===== src/hdl/wpq_consts.svh =====
// Offsets, field positions, reset values and masks of the watchpoint qualifier.
`ifndef WPQ_CONSTS_SVH
`define WPQ_CONSTS_SVH

// ====================
// Register byte offsets on the register bus.
`define WPQ_OFS_VALUE 8'h00
`define WPQ_OFS_CTRL 8'h04
`define WPQ_OFS_IRQ_STAT 8'h08
`define WPQ_OFS_IRQ_MASK 8'h0C
`define WPQ_OFS_HIT_CNT 8'h10

// ====================
// Control register field positions.
`define WPQ_CTL_EN 0
`define WPQ_CTL_PRIV_LO 1
`define WPQ_CTL_PRIV_HI 2
`define WPQ_CTL_DIR_LO 3
`define WPQ_CTL_DIR_HI 4
`define WPQ_CTL_LANE_LO 5
`define WPQ_CTL_LANE_HI 8
`define WPQ_CTL_SEC_LO 14
`define WPQ_CTL_SEC_HI 15
`define WPQ_CTL_PAIR_LO 16
`define WPQ_CTL_PAIR_HI 19
`define WPQ_CTL_LINK 20
`define WPQ_CTL_AMASK_LO 24
`define WPQ_CTL_AMASK_HI 28

// ====================
// Writable bits, reset values and status bit positions.
`define WPQ_CTRL_WMASK 32'h1F1FC1FF
`define WPQ_VALUE_WMASK 32'hFFFFFFFC
`define WPQ_CTRL_RESET 32'h00000000
`define WPQ_VALUE_RESET 32'h00000000
`define WPQ_IRQ_WIDTH 2
`define WPQ_IRQ_HIT 0
`define WPQ_IRQ_RSVD_CFG 1

`endif


===== src/hdl/wpq_pkg.sv =====
// Types shared by the watchpoint qualifier and its bench.
package wpq_pkg;

    // ====================
    // Kind of data access presented by the load/store path.
    typedef enum logic [2:0] {
        WPQ_ACC_LOAD,
        WPQ_ACC_STORE,
        WPQ_ACC_LOAD_EXCL,
        WPQ_ACC_STORE_EXCL,
        WPQ_ACC_SWAP,
        WPQ_ACC_CACHE_MAINT
    } wpq_acc_kind_t;

endpackage : wpq_pkg


===== src/hdl/wpq_code_filter.sv =====
// Generic two-bit code filter used for security, direction and privilege.
`timescale 1ns/1ps

// Bit 0 of the code admits accesses of class A, bit 1 admits class B.
module wpq_code_filter #(
    parameter bit ZERO_ALL = 1'b0,   // Code 00 admits every access.
    parameter bit ONES_RSVD = 1'b0   // Code 11 is reserved and never admits.
) (
    input wire logic [1:0] code_i,
    input wire logic class_a_i,
    input wire logic class_b_i,
    output logic pass_o,
    output logic rsvd_o
);

    // ====================
    // Decode. Reserved codes never pass, so a half-programmed slot stays quiet.
    always_comb begin
        rsvd_o = (ONES_RSVD && code_i == 2'h3) || (!ZERO_ALL && code_i == 2'h0);
        if (rsvd_o) begin
            pass_o = 1'b0;
        end else if (ZERO_ALL && code_i == 2'h0) begin
            pass_o = 1'b1;
        end else begin
            pass_o = (code_i[0] && class_a_i) || (code_i[1] && class_b_i);
        end
    end

endmodule : wpq_code_filter


===== src/hdl/wpq_addr_match.sv =====
// Word address and byte-lane comparison against the watched address.
`timescale 1ns/1ps

module wpq_addr_match #(
    parameter int AW = 32,   // Width of the data virtual address.
    parameter int LANES = 4  // Byte lanes in one word.
) (
    input wire logic [AW-1:0] watch_addr_i,
    input wire logic [4:0] addr_mask_i,
    input wire logic [LANES-1:0] lane_sel_i,
    input wire logic [AW-1:0] acc_addr_i,
    input wire logic [LANES-1:0] acc_lanes_i,
    output logic match_o
);

    logic [AW-1:0] ign_bits; // Low address bits left out of the compare.
    logic word_hit;          // Word part of the address agrees.

    // ====================
    // A nonzero mask widens the watched range to a power-of-two block.
    always_comb begin
        ign_bits = '0;
        for (int i = 2; i < AW; i++) begin
            if (addr_mask_i != 5'h00 && i < int'(addr_mask_i)) begin
                ign_bits[i] = 1'b1;
            end
        end
        ign_bits[1:0] = 2'h3;
        word_hit = ((watch_addr_i ^ acc_addr_i) & ~ign_bits) == '0;
        // Under a mask every lane of the block counts; otherwise only the
        // selected bytes of the watched word do.
        if (addr_mask_i != 5'h00) begin
            match_o = word_hit && (acc_lanes_i != '0);
        end else begin
            match_o = word_hit && ((acc_lanes_i & lane_sel_i) != '0);
        end
    end

endmodule : wpq_addr_match


===== src/hdl/wpq_qualifier.sv =====
// Watchpoint qualifier: register file, access filters and event output.
//
// The Wishbone interface to the registers and the placing of the registers were left to the implementer.
`timescale 1ns/1ps
`include "wpq_consts.svh"

module wpq_qualifier #(
    parameter int PAIRS = 16,            // Breakpoint pairs offering context matches.
    parameter bit STREX_ANY_MON = 1'b0   // Let store-exclusives hit whatever the monitor says.
) (
    input wire logic clk_i,
    input wire logic rst_i,
    // Classic Wishbone slave.
    input wire logic cyc_i,
    input wire logic stb_i,
    input wire logic we_i,
    input wire logic [7:0] adr_i,
    input wire logic [3:0] sel_i,
    input wire logic [31:0] dat_i,
    output logic [31:0] dat_o,
    output logic ack_o,
    // Access stream from the load/store path.
    input wire logic acc_valid_i,
    input wire wpq_pkg::wpq_acc_kind_t acc_kind_i,
    input wire logic [31:0] data_virtual_addr_i,
    input wire logic [3:0] acc_lanes_i,
    input wire logic acc_secure_i,
    input wire logic acc_priv_i,
    input wire logic acc_excl_pass_i,
    input wire logic [PAIRS-1:0] breakpoint_pair_ctx_i,
    // Results.
    output logic wp_event_o,
    output logic irq_o
);

    // ======================================================================
    // Register state.
    logic [31:0] watchpoint_value_q;   // Watched data virtual address.
    logic [31:0] watchpoint_control_q; // Enable and qualifier fields.
    logic [`WPQ_IRQ_WIDTH-1:0] irq_stat_q; // Sticky event bits.
    logic [`WPQ_IRQ_WIDTH-1:0] irq_stat_d;
    logic [`WPQ_IRQ_WIDTH-1:0] irq_mask_q; // Interrupt enables.
    logic [31:0] hit_cnt_q;            // Count of raised events.
    logic [31:0] dat_q;
    logic ack_q;
    logic event_q;
    logic irq_q;

    // ======================================================================
    // Bus decode.
    logic bus_req;   // A new bus cycle is waiting for its answer.
    logic bus_wr;    // That cycle writes.
    logic [31:0] wmask_bytes; // Byte enables widened to bits.

    // The ack drops for one cycle after each answer so that a master holding
    // stb for a single transfer is never answered twice.
    assign bus_req = cyc_i && stb_i && !ack_q;
    assign bus_wr = bus_req && we_i;

    always_comb begin
        for (int b = 0; b < 4; b++) begin
            wmask_bytes[b*8 +: 8] = {8{sel_i[b]}};
        end
    end

    // ======================================================================
    // Field views of the control register.
    logic ctl_en;
    logic [1:0] ctl_priv;
    logic [1:0] ctl_dir;
    logic [3:0] ctl_lanes;
    logic [1:0] ctl_sec;
    logic [3:0] ctl_pair;
    logic ctl_link;
    logic [4:0] ctl_amask;

    assign ctl_en = watchpoint_control_q[`WPQ_CTL_EN];
    assign ctl_priv = watchpoint_control_q[`WPQ_CTL_PRIV_HI:`WPQ_CTL_PRIV_LO];
    assign ctl_dir = watchpoint_control_q[`WPQ_CTL_DIR_HI:`WPQ_CTL_DIR_LO];
    assign ctl_lanes = watchpoint_control_q[`WPQ_CTL_LANE_HI:`WPQ_CTL_LANE_LO];
    assign ctl_sec = watchpoint_control_q[`WPQ_CTL_SEC_HI:`WPQ_CTL_SEC_LO];
    assign ctl_pair = watchpoint_control_q[`WPQ_CTL_PAIR_HI:`WPQ_CTL_PAIR_LO];
    assign ctl_link = watchpoint_control_q[`WPQ_CTL_LINK];
    assign ctl_amask = watchpoint_control_q[`WPQ_CTL_AMASK_HI:`WPQ_CTL_AMASK_LO];

    // ======================================================================
    // Watched address register.
    // The two low bits are never stored, so they read as zero.
    always_ff @(posedge clk_i) begin
        if (rst_i) begin
            watchpoint_value_q <= `WPQ_VALUE_RESET;
        end else if (bus_wr && adr_i == `WPQ_OFS_VALUE) begin
            watchpoint_value_q <= (watchpoint_value_q & ~(wmask_bytes & `WPQ_VALUE_WMASK))
                                | (dat_i & wmask_bytes & `WPQ_VALUE_WMASK);
        end
    end

    // ======================================================================
    // Control register.
    // Reset leaves the watchpoint disabled; reserved bits are never stored.
    always_ff @(posedge clk_i) begin
        if (rst_i) begin
            watchpoint_control_q <= `WPQ_CTRL_RESET;
        end else if (bus_wr && adr_i == `WPQ_OFS_CTRL) begin
            watchpoint_control_q <= (watchpoint_control_q & ~(wmask_bytes & `WPQ_CTRL_WMASK))
                                  | (dat_i & wmask_bytes & `WPQ_CTRL_WMASK);
        end
    end

    // ======================================================================
    // Access classification.
    logic is_load_side;  // Access may satisfy a load code.
    logic is_store_side; // Access may satisfy a store code.
    logic strex_ok;      // Store-exclusive allowed to count.

    always_comb begin
        // A failed store-exclusive writes nothing, so by default it is not
        // watched; the parameter trades that for catching every attempt.
        strex_ok = acc_excl_pass_i || STREX_ANY_MON;
        is_load_side = 1'b0;
        is_store_side = 1'b0;
        unique case (acc_kind_i)
            wpq_pkg::WPQ_ACC_LOAD: begin
                is_load_side = 1'b1;
            end
            wpq_pkg::WPQ_ACC_LOAD_EXCL: begin
                is_load_side = 1'b1;
            end
            wpq_pkg::WPQ_ACC_STORE: begin
                is_store_side = 1'b1;
            end
            wpq_pkg::WPQ_ACC_STORE_EXCL: begin
                is_store_side = strex_ok;
            end
            wpq_pkg::WPQ_ACC_SWAP: begin
                // A swap both reads and writes, so any legal code sees it.
                is_load_side = 1'b1;
                is_store_side = 1'b1;
            end
            wpq_pkg::WPQ_ACC_CACHE_MAINT: begin
                // Maintenance operations never raise watchpoint events.
                is_load_side = 1'b0;
            end
            default: begin
                // Unused encodings of the kind are treated as no access.
                is_load_side = 1'b0;
            end
        endcase
    end

    // ======================================================================
    // Qualifier filters.
    logic sec_pass;
    logic dir_pass;
    logic priv_pass;
    logic addr_pass;
    logic link_pass;
    logic sec_rsvd;
    logic dir_rsvd;
    logic priv_rsvd;

    // Security: bit 0 non-secure, bit 1 secure, 00 both, 11 reserved.
    wpq_code_filter #(
        .ZERO_ALL(1'b1),
        .ONES_RSVD(1'b1)
    ) u_sec_filter (
        .code_i(ctl_sec),
        .class_a_i(!acc_secure_i),
        .class_b_i(acc_secure_i),
        .pass_o(sec_pass),
        .rsvd_o(sec_rsvd)
    );

    // Direction: bit 0 loads, bit 1 stores, 11 either, 00 reserved.
    wpq_code_filter #(
        .ZERO_ALL(1'b0),
        .ONES_RSVD(1'b0)
    ) u_dir_filter (
        .code_i(ctl_dir),
        .class_a_i(is_load_side),
        .class_b_i(is_store_side),
        .pass_o(dir_pass),
        .rsvd_o(dir_rsvd)
    );

    // Privilege: the access's own attribute is used, since a privileged mode
    // may still issue unprivileged accesses.
    wpq_code_filter #(
        .ZERO_ALL(1'b0),
        .ONES_RSVD(1'b0)
    ) u_priv_filter (
        .code_i(ctl_priv),
        .class_a_i(acc_priv_i),
        .class_b_i(!acc_priv_i),
        .pass_o(priv_pass),
        .rsvd_o(priv_rsvd)
    );

    // Address and byte lanes.
    wpq_addr_match #(
        .AW(32),
        .LANES(4)
    ) u_addr_match (
        .watch_addr_i(watchpoint_value_q),
        .addr_mask_i(ctl_amask),
        .lane_sel_i(ctl_lanes),
        .acc_addr_i(data_virtual_addr_i),
        .acc_lanes_i(acc_lanes_i),
        .match_o(addr_pass)
    );

    // A link to a pair beyond the implemented count never matches.
    always_comb begin
        link_pass = 1'b1;
        if (ctl_link) begin
            link_pass = (int'(ctl_pair) < PAIRS) && breakpoint_pair_ctx_i[ctl_pair];
        end
    end

    // ======================================================================
    // Hit decision.
    logic hit;     // Every qualifier agrees on this access.
    logic cfg_bad; // Enabled with a reserved code programmed.

    assign hit = acc_valid_i && ctl_en && addr_pass && sec_pass
              && dir_pass && priv_pass && link_pass;
    assign cfg_bad = ctl_en && (sec_rsvd || dir_rsvd || priv_rsvd);

    // The event is registered so the abort logic sees a clean pulse one
    // cycle after the access.
    always_ff @(posedge clk_i) begin
        if (rst_i) begin
            event_q <= 1'b0;
        end else begin
            event_q <= hit;
        end
    end

    // Events counted for software; wraps silently at the top.
    always_ff @(posedge clk_i) begin
        if (rst_i) begin
            hit_cnt_q <= 32'h00000000;
        end else if (hit) begin
            hit_cnt_q <= hit_cnt_q + 32'h00000001;
        end
    end

    // ======================================================================
    // Interrupt status and mask.
    // A new event in the same cycle as a write-one-to-clear stays set.
    always_comb begin
        irq_stat_d = irq_stat_q;
        if (bus_wr && adr_i == `WPQ_OFS_IRQ_STAT && sel_i[0]) begin
            irq_stat_d = irq_stat_q & ~dat_i[`WPQ_IRQ_WIDTH-1:0];
        end
        irq_stat_d[`WPQ_IRQ_HIT] = irq_stat_d[`WPQ_IRQ_HIT] | hit;
        irq_stat_d[`WPQ_IRQ_RSVD_CFG] = irq_stat_d[`WPQ_IRQ_RSVD_CFG] | cfg_bad;
    end

    always_ff @(posedge clk_i) begin
        if (rst_i) begin
            irq_stat_q <= '0;
        end else begin
            irq_stat_q <= irq_stat_d;
        end
    end

    always_ff @(posedge clk_i) begin
        if (rst_i) begin
            irq_mask_q <= '0;
        end else if (bus_wr && adr_i == `WPQ_OFS_IRQ_MASK && sel_i[0]) begin
            irq_mask_q <= dat_i[`WPQ_IRQ_WIDTH-1:0];
        end
    end

    // Built from the next status so the line follows the sticky bits with
    // no extra cycle of lag.
    always_ff @(posedge clk_i) begin
        if (rst_i) begin
            irq_q <= 1'b0;
        end else if (bus_wr && adr_i == `WPQ_OFS_IRQ_MASK && sel_i[0]) begin
            irq_q <= |(irq_stat_d & dat_i[`WPQ_IRQ_WIDTH-1:0]);
        end else begin
            irq_q <= |(irq_stat_d & irq_mask_q);
        end
    end

    // ======================================================================
    // Read data and acknowledge.
    // Unmapped offsets answer with zero and ignore writes.
    always_ff @(posedge clk_i) begin
        if (rst_i) begin
            dat_q <= 32'h00000000;
        end else if (bus_req && !we_i) begin
            unique case (adr_i)
                `WPQ_OFS_VALUE: begin
                    dat_q <= watchpoint_value_q & `WPQ_VALUE_WMASK;
                end
                `WPQ_OFS_CTRL: begin
                    dat_q <= watchpoint_control_q & `WPQ_CTRL_WMASK;
                end
                `WPQ_OFS_IRQ_STAT: begin
                    dat_q <= {30'h00000000, irq_stat_q};
                end
                `WPQ_OFS_IRQ_MASK: begin
                    dat_q <= {30'h00000000, irq_mask_q};
                end
                `WPQ_OFS_HIT_CNT: begin
                    dat_q <= hit_cnt_q;
                end
                default: begin
                    dat_q <= 32'h00000000;
                end
            endcase
        end
    end

    always_ff @(posedge clk_i) begin
        if (rst_i) begin
            ack_q <= 1'b0;
        end else begin
            ack_q <= bus_req;
        end
    end

    // ======================================================================
    // Outputs, each straight from a flip-flop.
    assign dat_o = dat_q;
    assign ack_o = ack_q;
    assign wp_event_o = event_q;
    assign irq_o = irq_q;

endmodule : wpq_qualifier


===== config.mk =====
export PLATFORM = sky130hd
export DESIGN_NAME = wpq_qualifier
export DESIGN_NICKNAME = d
export VERILOG_FILES = /design/src/hdl/wpq_pkg.sv /design/src/hdl/wpq_code_filter.sv /design/src/hdl/wpq_addr_match.sv /design/src/hdl/wpq_qualifier.sv
export VERILOG_INCLUDE_DIRS = /design/src /design/src/hdl
export SDC_FILE = /design/constraint.sdc
export NUM_CORES = 1
export LEC_CHECK = 0
export ABC_AREA = 1
export BUFFER_PORTS_ARGS = -buffer_cell sky130_fd_sc_hd__buf_2
export CORE_UTILIZATION = 40
export DETAILED_ROUTE_END_ITERATION = 6
export GPL_ROUTABILITY_DRIVEN = 0
export GPL_TIMING_DRIVEN = 0
export PLACE_DENSITY_LB_ADDON = 0.3
export SLEW_MARGIN = 20
export SYNTH_ARGS = -nofsm -noshare
export SYNTH_HDL_FRONTEND = slang
export SYNTH_SLANG_ARGS = --single-unit

===== constraint.sdc =====
create_clock -name clk_i -period 3.3 [get_ports clk_i]
set_clock_uncertainty 0.15 [all_clocks]
set_input_delay 0 -clock clk_i [delete_from_list [all_inputs] [get_ports clk_i]]
set_output_delay 0 -clock clk_i [all_outputs]
set_load 0.01 [all_outputs]

# Word-level counts from Yosys, hierarchy flattened
# Index checks and enable logic that the tools add are counted.
word_totals:
  ram_bits: 0
  latch_bits: 0
  input_bits: 108
  n_memories: 0
  rom_bits: 0
  register_bits: 135
classes:
  n_div: 0
  n_lt_le_gt_ge: 30
  mul: 0
  eq_ne: 9
  shift: 0
  n_addsub: 1
  bitwise_logic: 17
  reduce_logical: 76
  muxes: 42
ops:
  columns: ["cell", "count"]
  rows:
  - ["one-hot mux 32 bit (5 select lines)", 1]
  - ["AND 32 bit", 4]
  - ["less-than comparator 5 bit (first input constant)", 15]
  - ["logical AND 1 bit", 54]
  - ["less-than comparator 4 x 5 -> 1 bit (first input constant)", 8]
  - ["two-way mux 1 bit", 38]
  - ["adder 32 x 1 -> 32 bit (second input constant)", 1]
  - ["logical NOT 32 bit", 1]
  - ["NOT 29 -> 32 bit", 1]
  - ["NOT 31 -> 32 bit", 1]
  - ["NOT 32 bit", 1]
  - ["OR 32 x 29 -> 32 bit", 1]
  - ["OR 32 bit", 1]
  - ["XOR 32 bit", 1]
  - ["less-than comparator 3 x 5 -> 1 bit (first input constant)", 4]
  - ["equality test 8 x 4 -> 1 bit (second input constant)", 2]
  - ["less-than comparator 2 x 5 -> 1 bit (first input constant)", 2]
  - ["equality test 8 x 3 -> 1 bit (second input constant)", 1]
  - ["equality test 8 x 5 -> 1 bit (second input constant)", 1]
  - ["logical NOT 8 bit", 1]
  - ["nonzero test 4 bit", 2]
  - ["AND 2 bit", 3]
  - ["equality test 3 x 2 -> 1 bit (second input constant)", 2]
  - ["logical NOT 2 bit", 3]
  - ["other kinds (16)", 26]

# Longest topological paths before layout
logic_depth:
  depth_word: 17
  depth_mapped: 13

# By module
# From an unflattened synthesis, not the netlist that was laid out.
unflattened:
  cells_unflattened: 1111
  hier_area_um2: 7018.0
modules_own_cells:
  columns: ["mod", "area_per_inst_um2", "cells_each", "seq_area_each_um2", "n_inst"]
  rows:
  - ["wpq_qualifier", 6017.0, 894, 2442.3, 1]
  - ["wpq_addr_match", 935.9, 201, 0.0, 1]
  - ["wpq_code_filter at u_sec_filter", 35.0, 8, 0.0, 1]
  - ["wpq_code_filter at u_dir_filter ...", 15.0, 4, 0.0, 2]

# Worst setup path before layout
# OpenSTA, ideal clock, no wires.
synth_timing:
  path_type: "reg-to-reg"
  start: "register hit_cnt_q[0]"
  end: "register hit_cnt_q[30]"
  stages_incl_launch_ff: 10
  arrival_ns: 1.607
  required_ns: 3.080
  n_path_buf: 0
  setup_time_ns: 0.070
  period_less_slack_ns: 1.827
  slack_ns: 1.473
  cell_sequence: "dfxtp_1 -> ha_1 -> nand3_1 -> nor2_1 -> inv_1 -> nor2_1 -> nand2_1 -> xor2_1 -> nand4_1 -> a21oi_1"
synth_between:
  elab_chain_cells: 1
synth_rtl:
  columns: ["element", "line_no", "source"]
  rows:
  - ["start, declared", "wpq_qualifier.sv:43", "logic [31:0] hit_cnt_q;"]
  - ["start signal, assigned", "wpq_qualifier.sv:244", "hit_cnt_q <= hit_cnt_q + 32'h00000001;"]
  - ["adder 32 x 1 -> 32 bit", "wpq_qualifier.sv:244", null]
# Every way passes these cells.
# A chain may end at the register's enable or synchronous reset.

==> results.yml <==
status:
  outcome: "finished, violations left"
  violations: "DRC"
drt:
  remaining_drc_errors: 1
  ant_nets: 0
  via_count: 8030
  avgRoutedWirePerCell_um: 16.7
  vias_per_cell: 5.34
  totalWireLength_mm: 25.1
  first_pass_iters: 7
  drt_iter0_drc: 697
yosys:
  async_flop_share: 0
  synthCells: 1054
  synth_warnings: 0
  synth_cell_types: 32
  synth.cell_area_mm2: 0.00679
  synth-edff-count: 0
  ys_ff_latch: 122
  syn_nets: 1163
  avgSynthCellArea_um2: 6.44
  ys_dominant_reg_cell: "dfxtp_1"
  seq_area_frac_synth: 0.360
sta:
  grt_setup_unrepaired: "no"
  fmax_mhz: 338
  drv_slew: 0
  slew_headroom: 0.499
  setup_tns_ns: 0
  setup_viol: 0
  fin_crit_sh: 0.897
  period_needed_ns: 2.96
  hold_violations: 0
  worst_pin_slew_ns: 0.752
global_routing:
  grt_pass1_vias: 7457
  grt_pass1_wl_mm: 39.2
  grt_max_degree: 17
  grt_overflow: 0
  antenna_found_initial: 0
  grt_usage: 0.292
floorplanning:
  row_count: 47
  initial_utilization: 0.410
  die_w_um: 132
  core-area_mm2: 0.0166
  io_pins: 143
  die_y_um: 132
  die_area_mm2: 0.0175
finish:
  antenna_cells: 0
  layout_common_cells: "308 x nand2_1, 146 x buf_2, 122 x dfxtp_1"
  final_layout_size_suffix_gt1_frac: 0.160
  syn2layout_area_growth_pct: 32.5
  final_common_cell: "nand2_1"
  nets: 1380
pwr:
  powerDensity_mw_per_mm2: 420
  sw_frac_of_total: 0.228
  clockPowerShare: 0.548
  finalPower_mw: 3.78
  comb_power_share: 0.062
  p_leak_nw: 3.64
  ir_worst_vdd_mv: 0.383
  internal-power_mw: 2.92
  seqPwrFrac: 0.390
  p_sw_mw: 0.861
min_path:
  worstHoldStart: "rst_i"
  hold_path_class: "input pin to flip-flop"
  holdPathStages: 3
setup_path:
  ff2ff_path_depth: 9
  r2r-start: "hit_cnt_q[0]"
  crit_required_ns: 3.46
  cp_max_fo: 10
  arrival_ns: 3.12
  crit_path_start: "stb_i"
  crit_chain: "dlygate4sd3_1, buf_2, nand2_1, dlygate4sd3_1, nor2_1, inv_1, nor2_1, inv_1, nor2_1, nand2_1, o21ai_0, a21oi_1, dlygate4sd3_1"
  cp-end-kind: "flip-flop"
  crit_path_top_delay_cell: "dlygate4sd3_1"
  worst_r2r_endpoint: "hit_cnt_q[30]"
  critical-path-max-stage-delay_ns: 0.58
  crit_type: "input pin to flip-flop"
  cp-start-kind: "input pin"
  rrSetupSlack_ns: 0.78
place:
  io_buffers: 140
  dp_hpwl_mm: 19.0
job:
  drv_cap: 0
clock_network:
  cts_setup_buffers: 0
  cts-root-buf: "clkbuf_16"
  h-tree-depth: 4
  insertion_delay_ns: 0.43
  cts_made_buffers: 17
  clock-sinks: 122
  ctsHoldBuffers: 58
  clk_path_buf_depth: 2
  cts_tree: "done"
  cts_resized: 0
  cts.clk_slew.worst_paths_ns: 0.06
worst min-delay path by stage:
stage / endpoint / slack (ns)
2_1_floorplan: flip-flop / -0.02
3_3_place_gp: flip-flop / 0.1
3_5_place_dp: flip-flop / 0.11
4_1_cts: hit_cnt_q[16] / 0.01
5_1_grt: hit_cnt_q[15] / 0.08
6_report: hit_cnt_q[16] / 0.03
power by group through the flow:
stage / combinational [mW] / sequential, mW / clock [mW]
after floorplan: 0.0743 / 1.51 / 0
after detailed placement: 0.184 / 1.51 / 0
final: 0.235 / 1.47 / 2.07
after CTS: 0.231 / 1.47 / 2.07
after global placement: 0.183 / 1.51 / 0
after global routing: 0.256 / 1.47 / 2.15
area by class of cell:
class	count	area [um2]
Fill cell	1679	7580
Multi-Input combinational cell	784	3720
Sequential cell	122	2440
Timing Repair Buffer	198	1280
Clock buffer	20	467
Inverter	105	394
Tap cell	220	275
Buffer	43	233
Clock inverter	12	186
Yosys cell counts (6+ instances only):
library cell  number  area [um2]
nand3_1           41         205
buf_6              6        67.6
nor3_1             9        45.0
buf_2              6        30.0
a21oi_1          110         551
nand2_1          308        1160
o221ai_1          11        96.3
clkbuf_1          25        93.8
o21ai_1            7        35.0
inv_1            100         375
xor2_1            35         307
o22ai_1           15        93.8
nor2_1           120         450
dfxtp_1          122        2440
o21ai_0           66         330
nand4_1           37         231
worst max-delay path, delay by kind of cell:
| kind | cells | cell delay (ns) |
|---|---|---|
| compound gates | 2 | 0.28 |
| buf+inv | 6 | 1.96 |
| simple gates | 5 | 0.86 |
logic make-up after synthesis:
family	Yosys count	share of synthesized area
xor gates and xnor gates	39	0.0503
and+or+nand+nor	529	0.326
buffers and inverters	148	0.0923
adders and majority gates	1	0.00184
DFF	122	0.360
AOI/OAI and AO/OA	215	0.170
metal layers:
metal	routed length (um)	GRT usage	up-vias
met3	2330	0.0615	71
li1	-	-	3874
met5	0	0	-
met1	10800	0.382	3661
met4	963	0.135	0
met2	11000	0.459	424
stage by stage:
stage	cells	instance area, um2	worst slack [ns]	utilization	hold WS [ns]
6_report	1504	9000	0.340	0.543	0.0326
3_5_place_dp	1414	7770	0.865	0.468	0.106
2_1_floorplan	1054	6790	1.47	-	-0.0151
5_1_grt	1504	9000	0.134	0.543	0.0823
3_3_place_gp	1414	7770	0.883	0.468	0.0959
4_1_cts	1504	9000	0.441	0.543	0.0102
Note: power is estimated with default switching activity, not from simulation.
